`config.mk`:
```
export PLATFORM = sky130hd
export DESIGN_NAME = baafsm_top
export DESIGN_NICKNAME = d
export VERILOG_FILES = /design/src/baafsm_pkg.sv /design/src/baafsm_rx_qual.sv /design/src/baafsm_timer.sv /design/src/baafsm_top.sv
export VERILOG_INCLUDE_DIRS = /design/src
export SDC_FILE = /design/constraint.sdc
export NUM_CORES = 1
export LEC_CHECK = 0
export ABC_AREA = 1
export BUFFER_PORTS_ARGS = -buffer_cell sky130_fd_sc_hd__buf_2
export CORE_ASPECT_RATIO = 0.6
export CORE_MARGIN = 10
export CORE_UTILIZATION = 50
export DETAILED_ROUTE_END_ITERATION = 12
export PLACE_DENSITY = 0.69
export SYNTH_ARGS = -nofsm -noshare
export SYNTH_HDL_FRONTEND = slang
export SYNTH_SLANG_ARGS = --single-unit
```
`constraint.sdc`:
```
create_clock -name mclk -period 6.07 [get_ports mclk]
set_input_delay 0.607 -clock mclk [delete_from_list [all_inputs] [get_ports mclk]]
set_output_delay 0.607 -clock mclk [all_outputs]
set_load 0.02 [all_outputs]
```
`src/baafsm_defs.svh`:
```
// Constants for the basic access activation state machines
// Assumes a 50 MHz mclk; included by the package and the design modules
`ifndef BAAFSM_DEFS_SVH
`define BAAFSM_DEFS_SVH

// Line signal codes (INFO 0..4)
`define BAA_INFO0 3'h0
`define BAA_INFO1 3'h1
`define BAA_INFO2 3'h2
`define BAA_INFO3 3'h3
`define BAA_INFO4 3'h4
`define BAA_INFO_W 3

// Channel structure: two B channels, one D channel at 16 kbit/s
`define BAA_NUM_B 2
`define BAA_D_RATE_KBPS 16

// Clock and timing
`define BAA_CLK_MHZ 50
`define BAA_RX_STABLE_NS 1000
`define BAA_RX_STABLE_CYC ((`BAA_RX_STABLE_NS * `BAA_CLK_MHZ) / 1000)
`define BAA_DEACT_US 1000
`define BAA_DEACT_CYC (`BAA_DEACT_US * `BAA_CLK_MHZ)
`define BAA_CNT_W 20

`endif

```
`src/baafsm_pkg.sv`:
```
// Types shared by the activation state machines
// Assumes baafsm_defs.svh sits in the same folder
`include "baafsm_defs.svh"

package baafsm_pkg;

  // Terminal states, Gray coded along F1..F8
  typedef enum logic [2:0] {
    BAA_F1_INACTIVE = 3'h0,
    BAA_F2_SENSING = 3'h1,
    BAA_F3_DEACT = 3'h3,
    BAA_F4_AWAIT = 3'h2,
    BAA_F5_IDENT = 3'h6,
    BAA_F6_SYNC = 3'h7,
    BAA_F7_ACTIVE = 3'h5,
    BAA_F8_LOSTFR = 3'h4
  } baa_te_state_t;

  // Network states, Gray coded along G1..G4
  typedef enum logic [1:0] {
    BAA_G1_DEACT = 2'h0,
    BAA_G2_PEND_ACT = 2'h1,
    BAA_G3_ACTIVE = 2'h3,
    BAA_G4_PEND_DEACT = 2'h2
  } baa_nt_state_t;

  // What a side has classified on its receive line
  typedef struct packed {
    logic [`BAA_INFO_W-1:0] info;
    logic sig;
    logic framed;
  } baa_rx_t;

  // Status toward management
  typedef struct packed {
    logic activated;
    logic low_power;
    logic tx_on;
  } baa_stat_t;

endpackage : baafsm_pkg

```
`src/baafsm_rx_qual.sv`:
```
// Synchroniser and stability filter for a received line classification
// Assumes rx inputs come from the line receiver outside the mclk domain
`include "baafsm_defs.svh"
`timescale 1ns/1ns

module baafsm_rx_qual (
  input wire logic mclk,
  input wire logic reset,
  input wire logic [`BAA_INFO_W-1:0] rx_info,
  input wire logic rx_sig,
  input wire logic rx_framed,
  output baafsm_pkg::baa_rx_t rx_q
);

  localparam int W = `BAA_INFO_W + 2;
  logic [W-1:0] raw;
  logic [W-1:0] s1_q;
  logic [W-1:0] s2_q;
  logic [W-1:0] last_q;
  logic [7:0] cnt_q;

  // Bit order matches the packed receive struct: info, sig, framed
  assign raw = {rx_info, rx_sig, rx_framed};

  // Two flip-flop synchroniser, one per bit
  genvar i;
  generate
    for (i = 0; i < W; i++) begin : g_sync
      always_ff @(posedge mclk or posedge reset) begin
        if (reset) begin
          s1_q[i] <= 1'b0;
          s2_q[i] <= 1'b0;
        end else begin
          s1_q[i] <= raw[i];
          s2_q[i] <= s1_q[i];
        end
      end
    end
  endgenerate

  // Accept a value only after it held steady
  always_ff @(posedge mclk or posedge reset) begin
    if (reset) begin
      last_q <= '0;
      cnt_q <= 8'h00;
      rx_q <= '0;
    end else begin
      last_q <= s2_q;
      if (s2_q != last_q) begin
        cnt_q <= 8'h00;
      end else if (cnt_q < 8'(`BAA_RX_STABLE_CYC)) begin
        cnt_q <= cnt_q + 8'h01;
      end else begin
        rx_q <= s2_q;
      end
    end
  end

endmodule : baafsm_rx_qual

```
`src/baafsm_timer.sv`:
```
// Down counter for the pending-deactivation hold time
// Assumes start is a one-cycle pulse on mclk
`include "baafsm_defs.svh"
`timescale 1ns/1ns

module baafsm_timer (
  input wire logic mclk,
  input wire logic reset,
  input wire logic start,
  input wire logic abort,
  input wire logic [`BAA_CNT_W-1:0] load,
  output logic expired
);

  logic [`BAA_CNT_W-1:0] cnt_q;
  logic run_q;

  always_ff @(posedge mclk or posedge reset) begin
    if (reset) begin
      cnt_q <= '0;
      run_q <= 1'b0;
      expired <= 1'b0;
    end else begin
      expired <= 1'b0;
      if (start) begin
        cnt_q <= load;
        run_q <= 1'b1;
      end else if (abort) begin
        run_q <= 1'b0;
      end else if (run_q) begin
        if (cnt_q <= `BAA_CNT_W'(1)) begin
          run_q <= 1'b0;
          expired <= 1'b1;
        end else begin
          cnt_q <= cnt_q - `BAA_CNT_W'(1);
        end
      end
    end
  end

endmodule : baafsm_timer

```
`src/baafsm_top.sv`:
```
// Terminal (F1..F8) and network (G1..G4) activation state machines
// Assumes rx classifications arrive asynchronously; requests are mclk pulses
`include "baafsm_defs.svh"
`timescale 1ns/1ns

module baafsm_top #(
  parameter logic [`BAA_CNT_W-1:0] DEACT_CYC = `BAA_CNT_W'(`BAA_DEACT_CYC)
) (
  input wire logic mclk,
  input wire logic reset,
  input wire logic te_power_ok,
  input wire logic te_src_ok,
  input wire logic te_ph_act_req,
  input wire logic [`BAA_INFO_W-1:0] te_rx_info,
  input wire logic te_rx_sig,
  input wire logic te_rx_framed,
  output logic [`BAA_INFO_W-1:0] te_tx_info,
  output logic te_tx_en,
  output logic te_data_en,
  output baafsm_pkg::baa_stat_t te_stat,
  output baafsm_pkg::baa_te_state_t te_state,
  input wire logic nt_ph_act_req,
  input wire logic nt_mph_deact_req,
  input wire logic nt_hold_deact,
  input wire logic [`BAA_INFO_W-1:0] nt_rx_info,
  input wire logic nt_rx_sig,
  input wire logic nt_rx_framed,
  output logic [`BAA_INFO_W-1:0] nt_tx_info,
  output logic nt_tx_en,
  output logic nt_data_en,
  output baafsm_pkg::baa_stat_t nt_stat,
  output baafsm_pkg::baa_nt_state_t nt_state
);

  baafsm_pkg::baa_rx_t te_rx;
  baafsm_pkg::baa_rx_t nt_rx;
  baafsm_pkg::baa_te_state_t te_d;
  baafsm_pkg::baa_nt_state_t nt_d;
  logic pwr_s1_q;
  logic pwr_q;
  logic src_s1_q;
  logic src_q;
  logic tmr_start;
  logic tmr_abort;
  logic tmr_expired;

  // ------------------------------------------------------------
  // Receive qualification
  // ------------------------------------------------------------
  baafsm_rx_qual u_te_rx (
    .mclk(mclk),
    .reset(reset),
    .rx_info(te_rx_info),
    .rx_sig(te_rx_sig),
    .rx_framed(te_rx_framed),
    .rx_q(te_rx)
  );

  baafsm_rx_qual u_nt_rx (
    .mclk(mclk),
    .reset(reset),
    .rx_info(nt_rx_info),
    .rx_sig(nt_rx_sig),
    .rx_framed(nt_rx_framed),
    .rx_q(nt_rx)
  );

  // ------------------------------------------------------------
  // Power sense synchronisers
  // ------------------------------------------------------------
  always_ff @(posedge mclk or posedge reset) begin
    if (reset) begin
      pwr_s1_q <= 1'b0;
      pwr_q <= 1'b0;
      src_s1_q <= 1'b0;
      src_q <= 1'b0;
    end else begin
      pwr_s1_q <= te_power_ok;
      pwr_q <= pwr_s1_q;
      src_s1_q <= te_src_ok;
      src_q <= src_s1_q;
    end
  end

  // ------------------------------------------------------------
  // Terminal state machine
  // ------------------------------------------------------------
  always_comb begin
    te_d = te_state;
    case (te_state)
      baafsm_pkg::BAA_F1_INACTIVE: begin
        if (pwr_q && src_q) begin
          te_d = baafsm_pkg::BAA_F2_SENSING;
        end
      end
      baafsm_pkg::BAA_F2_SENSING: begin
        if (!te_rx.sig || te_rx.info == `BAA_INFO0) begin
          te_d = baafsm_pkg::BAA_F3_DEACT;
        end else if (te_rx.info == `BAA_INFO2) begin
          te_d = baafsm_pkg::BAA_F6_SYNC;
        end else if (te_rx.info == `BAA_INFO4 && te_rx.framed) begin
          te_d = baafsm_pkg::BAA_F7_ACTIVE;
        end
      end
      baafsm_pkg::BAA_F3_DEACT: begin
        if (te_rx.sig && te_rx.info == `BAA_INFO2) begin
          te_d = baafsm_pkg::BAA_F6_SYNC;
        end else if (te_rx.sig && te_rx.info == `BAA_INFO4 && te_rx.framed) begin
          te_d = baafsm_pkg::BAA_F7_ACTIVE;
        end else if (te_ph_act_req) begin
          te_d = baafsm_pkg::BAA_F4_AWAIT;
        end
      end
      baafsm_pkg::BAA_F4_AWAIT: begin
        if (te_rx.sig) begin
          te_d = baafsm_pkg::BAA_F5_IDENT;
        end
      end
      baafsm_pkg::BAA_F5_IDENT: begin
        if (te_rx.info == `BAA_INFO2) begin
          te_d = baafsm_pkg::BAA_F6_SYNC;
        end else if (te_rx.info == `BAA_INFO4 && te_rx.framed) begin
          te_d = baafsm_pkg::BAA_F7_ACTIVE;
        end else if (!te_rx.sig) begin
          te_d = baafsm_pkg::BAA_F3_DEACT;
        end
      end
      baafsm_pkg::BAA_F6_SYNC: begin
        if (te_rx.info == `BAA_INFO4 && te_rx.framed) begin
          te_d = baafsm_pkg::BAA_F7_ACTIVE;
        end else if (!te_rx.sig || te_rx.info == `BAA_INFO0) begin
          te_d = baafsm_pkg::BAA_F3_DEACT;
        end else if (!te_rx.framed) begin
          te_d = baafsm_pkg::BAA_F8_LOSTFR;
        end
      end
      baafsm_pkg::BAA_F7_ACTIVE: begin
        if (!te_rx.sig || te_rx.info == `BAA_INFO0) begin
          te_d = baafsm_pkg::BAA_F3_DEACT;
        end else if (!te_rx.framed) begin
          te_d = baafsm_pkg::BAA_F8_LOSTFR;
        end else if (te_rx.info == `BAA_INFO2) begin
          te_d = baafsm_pkg::BAA_F6_SYNC;
        end
      end
      baafsm_pkg::BAA_F8_LOSTFR: begin
        if (!te_rx.sig || te_rx.info == `BAA_INFO0) begin
          te_d = baafsm_pkg::BAA_F3_DEACT;
        end else if (te_rx.framed && te_rx.info == `BAA_INFO2) begin
          te_d = baafsm_pkg::BAA_F6_SYNC;
        end else if (te_rx.framed && te_rx.info == `BAA_INFO4) begin
          te_d = baafsm_pkg::BAA_F7_ACTIVE;
        end
      end
      default: begin
        te_d = baafsm_pkg::BAA_F1_INACTIVE;
      end
    endcase
    if (!pwr_q || !src_q) begin
      te_d = baafsm_pkg::BAA_F1_INACTIVE;
    end
  end

  always_ff @(posedge mclk or posedge reset) begin
    if (reset) begin
      te_state <= baafsm_pkg::BAA_F1_INACTIVE;
    end else begin
      te_state <= te_d;
    end
  end

  // Terminal line output and status, registered
  always_ff @(posedge mclk or posedge reset) begin
    if (reset) begin
      te_tx_info <= `BAA_INFO0;
      te_tx_en <= 1'b0;
      te_data_en <= 1'b0;
      te_stat <= '0;
    end else begin
      te_tx_info <= `BAA_INFO0;
      te_tx_en <= 1'b0;
      case (te_d)
        baafsm_pkg::BAA_F4_AWAIT: begin
          te_tx_info <= `BAA_INFO1;
          te_tx_en <= 1'b1;
        end
        baafsm_pkg::BAA_F6_SYNC, baafsm_pkg::BAA_F7_ACTIVE: begin
          te_tx_info <= `BAA_INFO3;
          te_tx_en <= 1'b1;
        end
        default: begin
          te_tx_info <= `BAA_INFO0;
        end
      endcase
      te_data_en <= (te_d == baafsm_pkg::BAA_F7_ACTIVE);
      te_stat.activated <= (te_d == baafsm_pkg::BAA_F7_ACTIVE);
      te_stat.low_power <= (te_d == baafsm_pkg::BAA_F2_SENSING) ||
                           (te_d == baafsm_pkg::BAA_F3_DEACT);
      te_stat.tx_on <= (te_d == baafsm_pkg::BAA_F4_AWAIT) ||
                       (te_d == baafsm_pkg::BAA_F6_SYNC) ||
                       (te_d == baafsm_pkg::BAA_F7_ACTIVE);
    end
  end

  // ------------------------------------------------------------
  // Network state machine
  // ------------------------------------------------------------
  // INFO 3 from any number of terminals reads as one signal
  always_comb begin
    nt_d = nt_state;
    case (nt_state)
      baafsm_pkg::BAA_G1_DEACT: begin
        if (nt_ph_act_req || (nt_rx.sig && nt_rx.info == `BAA_INFO1)) begin
          nt_d = baafsm_pkg::BAA_G2_PEND_ACT;
        end
      end
      baafsm_pkg::BAA_G2_PEND_ACT: begin
        if (nt_mph_deact_req) begin
          nt_d = baafsm_pkg::BAA_G4_PEND_DEACT;
        end else if (nt_rx.sig && nt_rx.framed && nt_rx.info == `BAA_INFO3) begin
          nt_d = baafsm_pkg::BAA_G3_ACTIVE;
        end
      end
      baafsm_pkg::BAA_G3_ACTIVE: begin
        if (nt_mph_deact_req) begin
          nt_d = baafsm_pkg::BAA_G4_PEND_DEACT;
        end else if (!nt_rx.sig || nt_rx.info == `BAA_INFO0 || !nt_rx.framed) begin
          nt_d = baafsm_pkg::BAA_G2_PEND_ACT;
        end
      end
      baafsm_pkg::BAA_G4_PEND_DEACT: begin
        if (tmr_expired || !nt_hold_deact) begin
          nt_d = baafsm_pkg::BAA_G1_DEACT;
        end
      end
      default: begin
        nt_d = baafsm_pkg::BAA_G1_DEACT;
      end
    endcase
  end

  always_ff @(posedge mclk or posedge reset) begin
    if (reset) begin
      nt_state <= baafsm_pkg::BAA_G1_DEACT;
    end else begin
      nt_state <= nt_d;
    end
  end

  assign tmr_start = (nt_d == baafsm_pkg::BAA_G4_PEND_DEACT) &&
                     (nt_state != baafsm_pkg::BAA_G4_PEND_DEACT);
  assign tmr_abort = (nt_state != baafsm_pkg::BAA_G4_PEND_DEACT);

  baafsm_timer u_deact_tmr (
    .mclk(mclk),
    .reset(reset),
    .start(tmr_start),
    .abort(tmr_abort),
    .load(DEACT_CYC),
    .expired(tmr_expired)
  );

  // Network line output and status, registered
  always_ff @(posedge mclk or posedge reset) begin
    if (reset) begin
      nt_tx_info <= `BAA_INFO0;
      nt_tx_en <= 1'b0;
      nt_data_en <= 1'b0;
      nt_stat <= '0;
    end else begin
      case (nt_d)
        baafsm_pkg::BAA_G2_PEND_ACT: begin
          nt_tx_info <= `BAA_INFO2;
          nt_tx_en <= 1'b1;
        end
        baafsm_pkg::BAA_G3_ACTIVE: begin
          nt_tx_info <= `BAA_INFO4;
          nt_tx_en <= 1'b1;
        end
        default: begin
          nt_tx_info <= `BAA_INFO0;
          nt_tx_en <= 1'b0;
        end
      endcase
      nt_data_en <= (nt_d == baafsm_pkg::BAA_G3_ACTIVE);
      nt_stat.activated <= (nt_d == baafsm_pkg::BAA_G3_ACTIVE);
      nt_stat.low_power <= (nt_d == baafsm_pkg::BAA_G1_DEACT);
      nt_stat.tx_on <= (nt_d == baafsm_pkg::BAA_G2_PEND_ACT) ||
                       (nt_d == baafsm_pkg::BAA_G3_ACTIVE);
    end
  end

endmodule : baafsm_top

```
==> results by group, run 1 <==
Finish
  • Largest Register: u_deact_tmr.cnt_q
  • Share of layout cells above drive strength 1: around 17%
  • Final nets: 552
  • Finished Layout Cells: 647
  • P&R area growth vs syn: 12.4%
  • Fill cells: 750
  • ANT cells: 0
  • Largest regs: u_deact_tmr.cnt_q x20, u_nt_rx.cnt_q x8, u_te_rx.cnt_q x8
  • Max reg flops: 20
  • Post-Route Utilization: roughly 57%

Clock network
  • Clock Pin Slew Worst Setup and Hold Paths: about 0.070 ns
  • Hold_buf cts: 0
  • Worst skew pair latency: 0.34 ns
  • Clock tree buffer depth: 2
  • Total CTS buffers: 9
  • TritonCTS clock tree: done
  • Root buffer cell: clkbuf_16
  • H-tree Lvls: 3
  • Post-CTS Repair Setup Buffers: 0
  • Cts repair resizes: 0
  • Clk sinks: 96

Synth
  • Main synth FF type: dfrtp_1
  • Async SR Flop Fraction: between 90% and 100%
  • Cell variety after synth: 33
  • Mapped Avg Cell Area: 8.80 sq um
  • Syn. warnings: 0
  • Synth area leaders: dfrtp_1, nand2_1, nor2_1
  • Number of synthesized register bits: 96
  • Synthesized instance count: approximately 490
  • Most common library cells after synthesis: nand2_1, dfrtp_1, nor2_1
  • Register area share after synthesis: 55.3%
  • Top-count cell post-synth: nand2_1
  • Synth area leader: dfrtp_1
  • Synth top area share: 55.3%
  • Post-synth EDFFs: 0
  • Netlist Area Pre-Place: 4340 sq um

Power
  • Share of power burned in registers: 48.7%
  • LEAKAGE: 2.44 nW
  • Logic pwr share: approximately 14%
  • Clock power share: 37.3%
  • Sw power: 0.000432 W
  • Pint: 0.00102 W
  • Sw Share: about 30%
  • Pwr dens: 298 nW/um^2
  • Peak VDD IR: 0.161 mV

Drt
  • Via density: 4.99
  • Vias: 3226
  • DR WL/cell: roughly 13 microns
  • Antenna Nets Post-Route: 0
  • DRT Pass-1 Iters: 4
  • DR iter-0 viols: 253
  • Final wirelength: 8380 microns
  • Residual DRC count: 0

Worst setup path
  • Slowest stage delay, CP: 0.42 ns
  • CP arrival: 2.30 ns
  • Critical Path Start Type: flip-flop
  • Top delay family on crit path: simple AND/OR/NAND/NOR gates
  • Worst-path cell chain: inv_1 -> ha_1 -> o21ai_1 -> nor2_1 -> nand3_2 -> nand2_2 -> nor2_1 -> inv_1 -> o21ai_0 -> nand3_1
  • Critical-path top delay cell: dfrtp_1
  • CP max FO: 13
  • Req. time, crit path: 6.27 ns
  • CP bufs+invs: 2
  • Setup CP Type: flip-flop to flip-flop
  • Worst setup EP type: flip-flop

GRT
  • Vias in the first global route: 3229
  • First-pass GRT wire length: between 15000 and 20000 microns
  • GRT Overall Usage: between 10% and 20%
  • Gr ovfl total: 0
  • Initial antenna violation count: 0
  • Largest net degree at the start of global routing: 85

Timing
  • Final setup fails: 0
  • Clk_skew: 0.00416 ns
  • Min Tclk post-route: approximately 2.1 ns
  • Max-slew headroom: 32.3%
  • Setup_tns: 0 ns
  • Hold Vio Cnt, Final: 0
  • Setup WS post-layout: 3.97 ns
  • Worst-margin pin slew: roughly 1 ns
  • Peak Freq: 476 MHz
  • RSZ-0062 raised after global routing: no
  • Part of the cycle the worst path needs: 34.6%
  • Fin. max-slew vios: 0

Place
  • RD Place Congestion: 0.884
  • Pre-CTS WS: 4.03 ns
  • Dpl cells: 631
  • Hpwl dp: 6050 microns
  • Port-buffer cells: 36

Floorplanning
  • # IOs: 39
  • Die Area: about 13000 sq um
  • Die Ht: between 90 and 100 microns
  • Die width: 140 microns
  • Starting Density: 51.1%
  • Core Box Area: about 8500 sq um
  • # rows: 26

Run status
  • Outcome: finished clean

Hold path
  • Worst hold path type: input pin to async pin

Job
  • Max_cap viols: 0
through the flow:
| stage | power (W) | area, sq um | hold slack [ns] |
|---|---|---|---|
| floorplan | 0.000874 | 4340 | 0.331 |
| global placement | 0.000919 | 4590 | 0.334 |
| detailed placement | 0.000923 | 4590 | 0.335 |
| CTS | 0.00147 | 4880 | 0.155 |
| global route | 0.00153 | 4880 | 0.167 |
| finish | 0.00145 | 4880 | 0.162 |
metal layers:
metal / vias to the layer above / share of wire (%) / track usage (%) / wire (microns)
li1: 1622 / - / - / -
met2: 90 / 43 / 21.0 / 3580
met1: 1498 / 50 / 18.6 / 4170
met5: - / 0 / 0 / 0
met3: 16 / 5.6 / 4.63 / 470
met4: 0 / 1.8 / 4.54 / 150
power groups by stage:
stage                     Clock (W)  Sequential [W]  Combinational, W
after floorplan                   0        0.000727          0.000147
after global placement            0        0.000720          0.000199
after detailed placement          0        0.000721          0.000202
after CTS                  0.000557        0.000709          0.000206
after global routing       0.000584        0.000713          0.000231
final                      0.000542        0.000708          0.000204
path summary, 6_finish.rpt:
path | from | to | slack (ns) | depth (start not counted)
worst min register to register | u_te_rx.s1_q[1] | u_te_rx.s2_q[1] | 0.35 | 0
min in group mclk | u_te_rx.s1_q[1] | u_te_rx.s2_q[1] | 0.35 | 0
worst max-delay path | u_deact_tmr.cnt_q[0] | u_deact_tmr.cnt_q[9] | 3.97 | 10
worst max register to register | u_deact_tmr.cnt_q[0] | u_deact_tmr.cnt_q[9] | 3.97 | 10
worst min-delay path | reset | src_q | 0.16 | 2
max in group asynchronous | reset | u_nt_rx.rx_q[0] | 4.67 | 3
layout make-up:
type	instances	area (sq um)	share of cell area, %
flip-flops and latches	96	2400	49.3
multi-input cells	328	1640	33.6
clock buffers	9	225	4.62
inverters	58	219	4.49
repair buffers	37	188	3.85
well taps	112	140	2.87
clock inverters	7	65.1	1.33
cell families after synthesis:
| logic type | synth area share [%] |
|---|---|
| DFF | 55.3 |
| and+or+nand+nor | 28.0 |
| adders and majority gates | 1.15 |
| AOI/OAI and AO/OA | 4.58 |
| buffers and inverters | 7.00 |
| xor gates and xnor gates | 3.83 |
| other | 0.0864 |
cells in the final DEF, fill, tap and decap left out, drive strengths merged:
| master | n |
|---|---|
| nor3 | 7 |
| clkbuf | 9 |
| nor2 | 94 |
| nand3 | 36 |
| nand4 | 11 |
| inv | 59 |
| ha | 4 |
| a21oi | 17 |
| nor3b | 1 |
| xor2 | 15 |
| nand3b | 5 |
| clkinvlp | 1 |
| nand2 | 105 |
| nor4 | 2 |
| dfrtp | 96 |
| xnor2 | 4 |
| buf | 37 |
| o21ai | 18 |
| a22oi | 1 |
| conb | 2 |
| or2 | 4 |
| a31o | 1 |
| clkinv | 5 |
| and3 | 1 |
(Power assumes the default switching activity.)
==> inputs of run 2 (changes only) <==
ABC_AREA = 0   (was 1)
clock period = 1.94 ns   (was 6.07 ns; I/O delays follow)
==> results by group, run 2 <==
Run status
  • Outcome: finished, violations left
  • Violations in the final reports: negative setup slack

GRT
  • Initial antenna violation count: 0
  • Vias in the first global route: approximately 2.9k
  • First-pass GRT wire length: ~14000 microns
  • Gr ovfl total: 0
  • Largest net degree at the start of global routing: 42
  • GRT Overall Usage: around 13%

Drt
  • Vias: around 2.8k
  • DR iter-0 viols: 191
  • DR WL/cell: 15.0 microns
  • Via density: approximately 5.3
  • Residual DRC count: 0
  • Final wirelength: around 8000 microns
  • DRT Pass-1 Iters: 4
  • Antenna Nets Post-Route: 0

Synth
  • Synth area leaders: dfrtp_1, nor2_1, xor2_1
  • Netlist Area Pre-Place: roughly 4200 sq um
  • Post-synth EDFFs: 0
  • Most common library cells after synthesis: dfrtp_1, nor2_1, nand2_1, xor2_1, xnor2_1
  • Number of synthesized register bits: 96
  • Cell variety after synth: 60
  • Synth top area share: 57.6%
  • Syn. warnings: 0
  • Top-count cell post-synth: dfrtp_1
  • Async SR Flop Fraction: 100%
  • Synthesized instance count: 356
  • Main synth FF type: dfrtp_1
  • Synth area leader: dfrtp_1
  • Register area share after synthesis: just under 60%
  • Mapped Avg Cell Area: 11.7 sq um

Floorplanning
  • # IOs: 39
  • Die Ht: between 90 and 100 microns
  • Core Box Area: 8010 sq um
  • Die Area: between 10000 and 15000 sq um
  • Die width: approximately 140 microns
  • Starting Density: 52.1%
  • # rows: 25

Hold path
  • Hold Path Depth: 2
  • Worst hold path type: input pin to flip-flop
  • Hold Path Sink: nt_tx_info[2]
  • Min-delay src: nt_mph_deact_req

Worst setup path
  • Worst setup EP type: flip-flop
  • CP arrival: ~2.2 ns
  • Req. time, crit path: 2.13 ns
  • Reg2reg setup slack: -0.02 ns
  • Setup CP Type: flip-flop to flip-flop
  • Worst reg2reg path startpoint: u_deact_tmr.cnt_q[15]
  • Critical-path top delay cell: dfrtp_1
  • Worst-path cell chain: nor3_1 -> and4_4 -> buf_4 -> a21oi_4 -> a311oi_1 -> a41oi_1
  • Slowest stage delay, CP: 0.44 ns
  • R2R depth: 6
  • CP bufs+invs: 1
  • Crit Reg-Reg Endpoint: u_deact_tmr.cnt_q[9]
  • Critical Path Start Type: flip-flop
  • CP max FO: 8
  • Top delay family on crit path: simple AND/OR/NAND/NOR gates

Finish
  • Most frequent cells in the layout: dfrtp_1, nor2_1, buf_2
  • Fill cells: 631
  • Post-Route Utilization: 63.6%
  • Largest regs: u_deact_tmr.cnt_q x20, u_nt_rx.cnt_q x8, u_te_rx.cnt_q x8
  • Largest Register: u_deact_tmr.cnt_q
  • Most common cell after layout, fill and taps aside: dfrtp_1
  • Finished Layout Cells: 536
  • Max reg flops: 20
  • ANT cells: 0
  • Share of layout cells above drive strength 1: between 20% and 30%
  • Fin area: between 5000 and 6000 sq um
  • P&R area growth vs syn: 22.2%
  • Final nets: 446

Place
  • Post-Place Cell Area: 4570 sq um
  • RD Place Congestion: between 0.8 and 0.9
  • Port-buffer cells: 36
  • Hpwl dp: roughly 5500 microns
  • Dpl cells: 504

Timing
  • Clk_skew: approximately 0.0077 ns
  • Setup WS post-layout: -0.0225 ns
  • RSZ-0062 raised after global routing: yes
  • Part of the cycle the worst path needs: 101%
  • Peak Freq: 510 MHz
  • Fin. max-slew vios: 0
  • Min Tclk post-route: between 1.5 and 2 ns
  • Final setup fails: 1
  • Hold Vio Cnt, Final: 0
  • Worst-margin pin slew: between 0.6 and 0.7 ns
  • Max-slew headroom: 59.9%

Power
  • Pwr dens: 930 nW/um^2
  • LEAKAGE: 2.27 nW
  • Peak VDD IR: 0.575 mV

Clock network
  • Worst skew pair latency: 0.34 ns
  • H-tree Lvls: 3
  • Clock tree buffer depth: 2
  • Clk sinks: 96
  • Clock Pin Slew Worst Setup and Hold Paths: 0.07 ns
  • TritonCTS clock tree: done
  • Total CTS buffers: 9
  • Root buffer cell: clkbuf_16

Job
  • Max_cap viols: 0
[run 2: cell types whose count changed in the layout (fill, tap and decap cells not counted), moves of 7 or more]
cell	before	now
nor2_2	10	1
buf_4	1	23
nand2b_1	0	8
dlygate4sd3_1	0	13
inv_1	49	8
o21ai_0	15	7
nand3_1	35	0
nor2_1	83	43
nand2_1	98	17
mux2_1	0	10
xnor2_1	4	16
inv_2	8	1
[run 2: power breakdown]
part	switching, W	leakage (nW)	total [W]	internal (W)
clock	0.000726	0.138	0.00176	0.00103
sequential	0.000133	1.22	0.00226	0.00213
combinational	0.000398	0.918	0.000719	0.000321
[run 2: final cells by class]
cell class | instances | area, sq um | area share (%)
Sequential cell | 96 | 2400 | 47.2
Clock buffer | 11 | 243 | 4.76
Tap cell | 108 | 135 | 2.65
Multi-Input combinational cell | 233 | 1700 | 33.3
Inverter | 10 | 41.3 | 0.810
Clock inverter | 4 | 53.8 | 1.06
Timing Repair Buffer | 74 | 523 | 10.3
[run 2: cells by family (layout without fill, tap and decap cells)]
kind of cell / after synthesis / count (layout) / share of synthesized area, %
flops: 96 / 96 / 57.6
xor+xnor: 34 / 34 / 7.14
simple gates: 131 / 131 / 18.4
fa+ha+maj: 5 / 5 / 1.44
compound gates: 45 / 45 / 7.68
buf+inv: 28 / 99 / 3.51
mux: 16 / 16 / 4.14
other cells: 1 / 2 / 0.0899
[run 2: metrics by stage]
stage / setup TNS [ns] / setup slack (ns) / hold slack (ns) / total power, W
2_1_floorplan: 0 / 0.0513 / 0.225 / 0.00271
3_3_place_gp: -0.179 / -0.0759 / 0.288 / 0.00290
3_5_place_dp: -0.691 / -0.131 / 0.297 / 0.00293
6_report: -0.0225 / -0.0225 / 0.166 / 0.00474
5_1_grt: -0.236 / -0.0763 / 0.169 / 0.00495
4_1_cts: 0 / 0.000719 / 0.163 / 0.00476
[run 2: metal layers]
layer / wire length, microns / GRT usage (%) / vias to the layer above / share of wire (%)
met1: 3850 / 18.1 / 1391 / 48
met4: 110 / 5.54 / 0 / 1.4
met3: 347 / 3.83 / 8 / 4.3
li1: - / - / 1366 / -
met5: 0 / 0 / - / 0
met2: 3710 / 19.7 / 49 / 46
[run 2: how the worst max path moves through the flow]
stage,startpoint,end,slack (ns),cells past startpoint
after floorplan,u_deact_tmr.cnt_q[0],u_deact_tmr.cnt_q[7],0.05,8
after global placement,u_deact_tmr.cnt_q[0],u_deact_tmr.cnt_q[12],-0.08,8
after detailed placement,u_deact_tmr.cnt_q[0],u_deact_tmr.cnt_q[9],-0.13,8
after CTS,u_deact_tmr.cnt_q[0],u_deact_tmr.cnt_q[13],0.0007,7
after global routing,u_deact_tmr.cnt_q[15],u_deact_tmr.cnt_q[9],-0.08,6
final,u_deact_tmr.cnt_q[15],u_deact_tmr.cnt_q[9],-0.02,6
[run 2: what timing repair did]
item,CTS,global route
gates resized for setup,5,11
buffers inserted,2,2
endpoints found under the hold margin,37,0
hold buffers,13,0
pin swaps,2,3
endpoints found under the setup margin,12,23
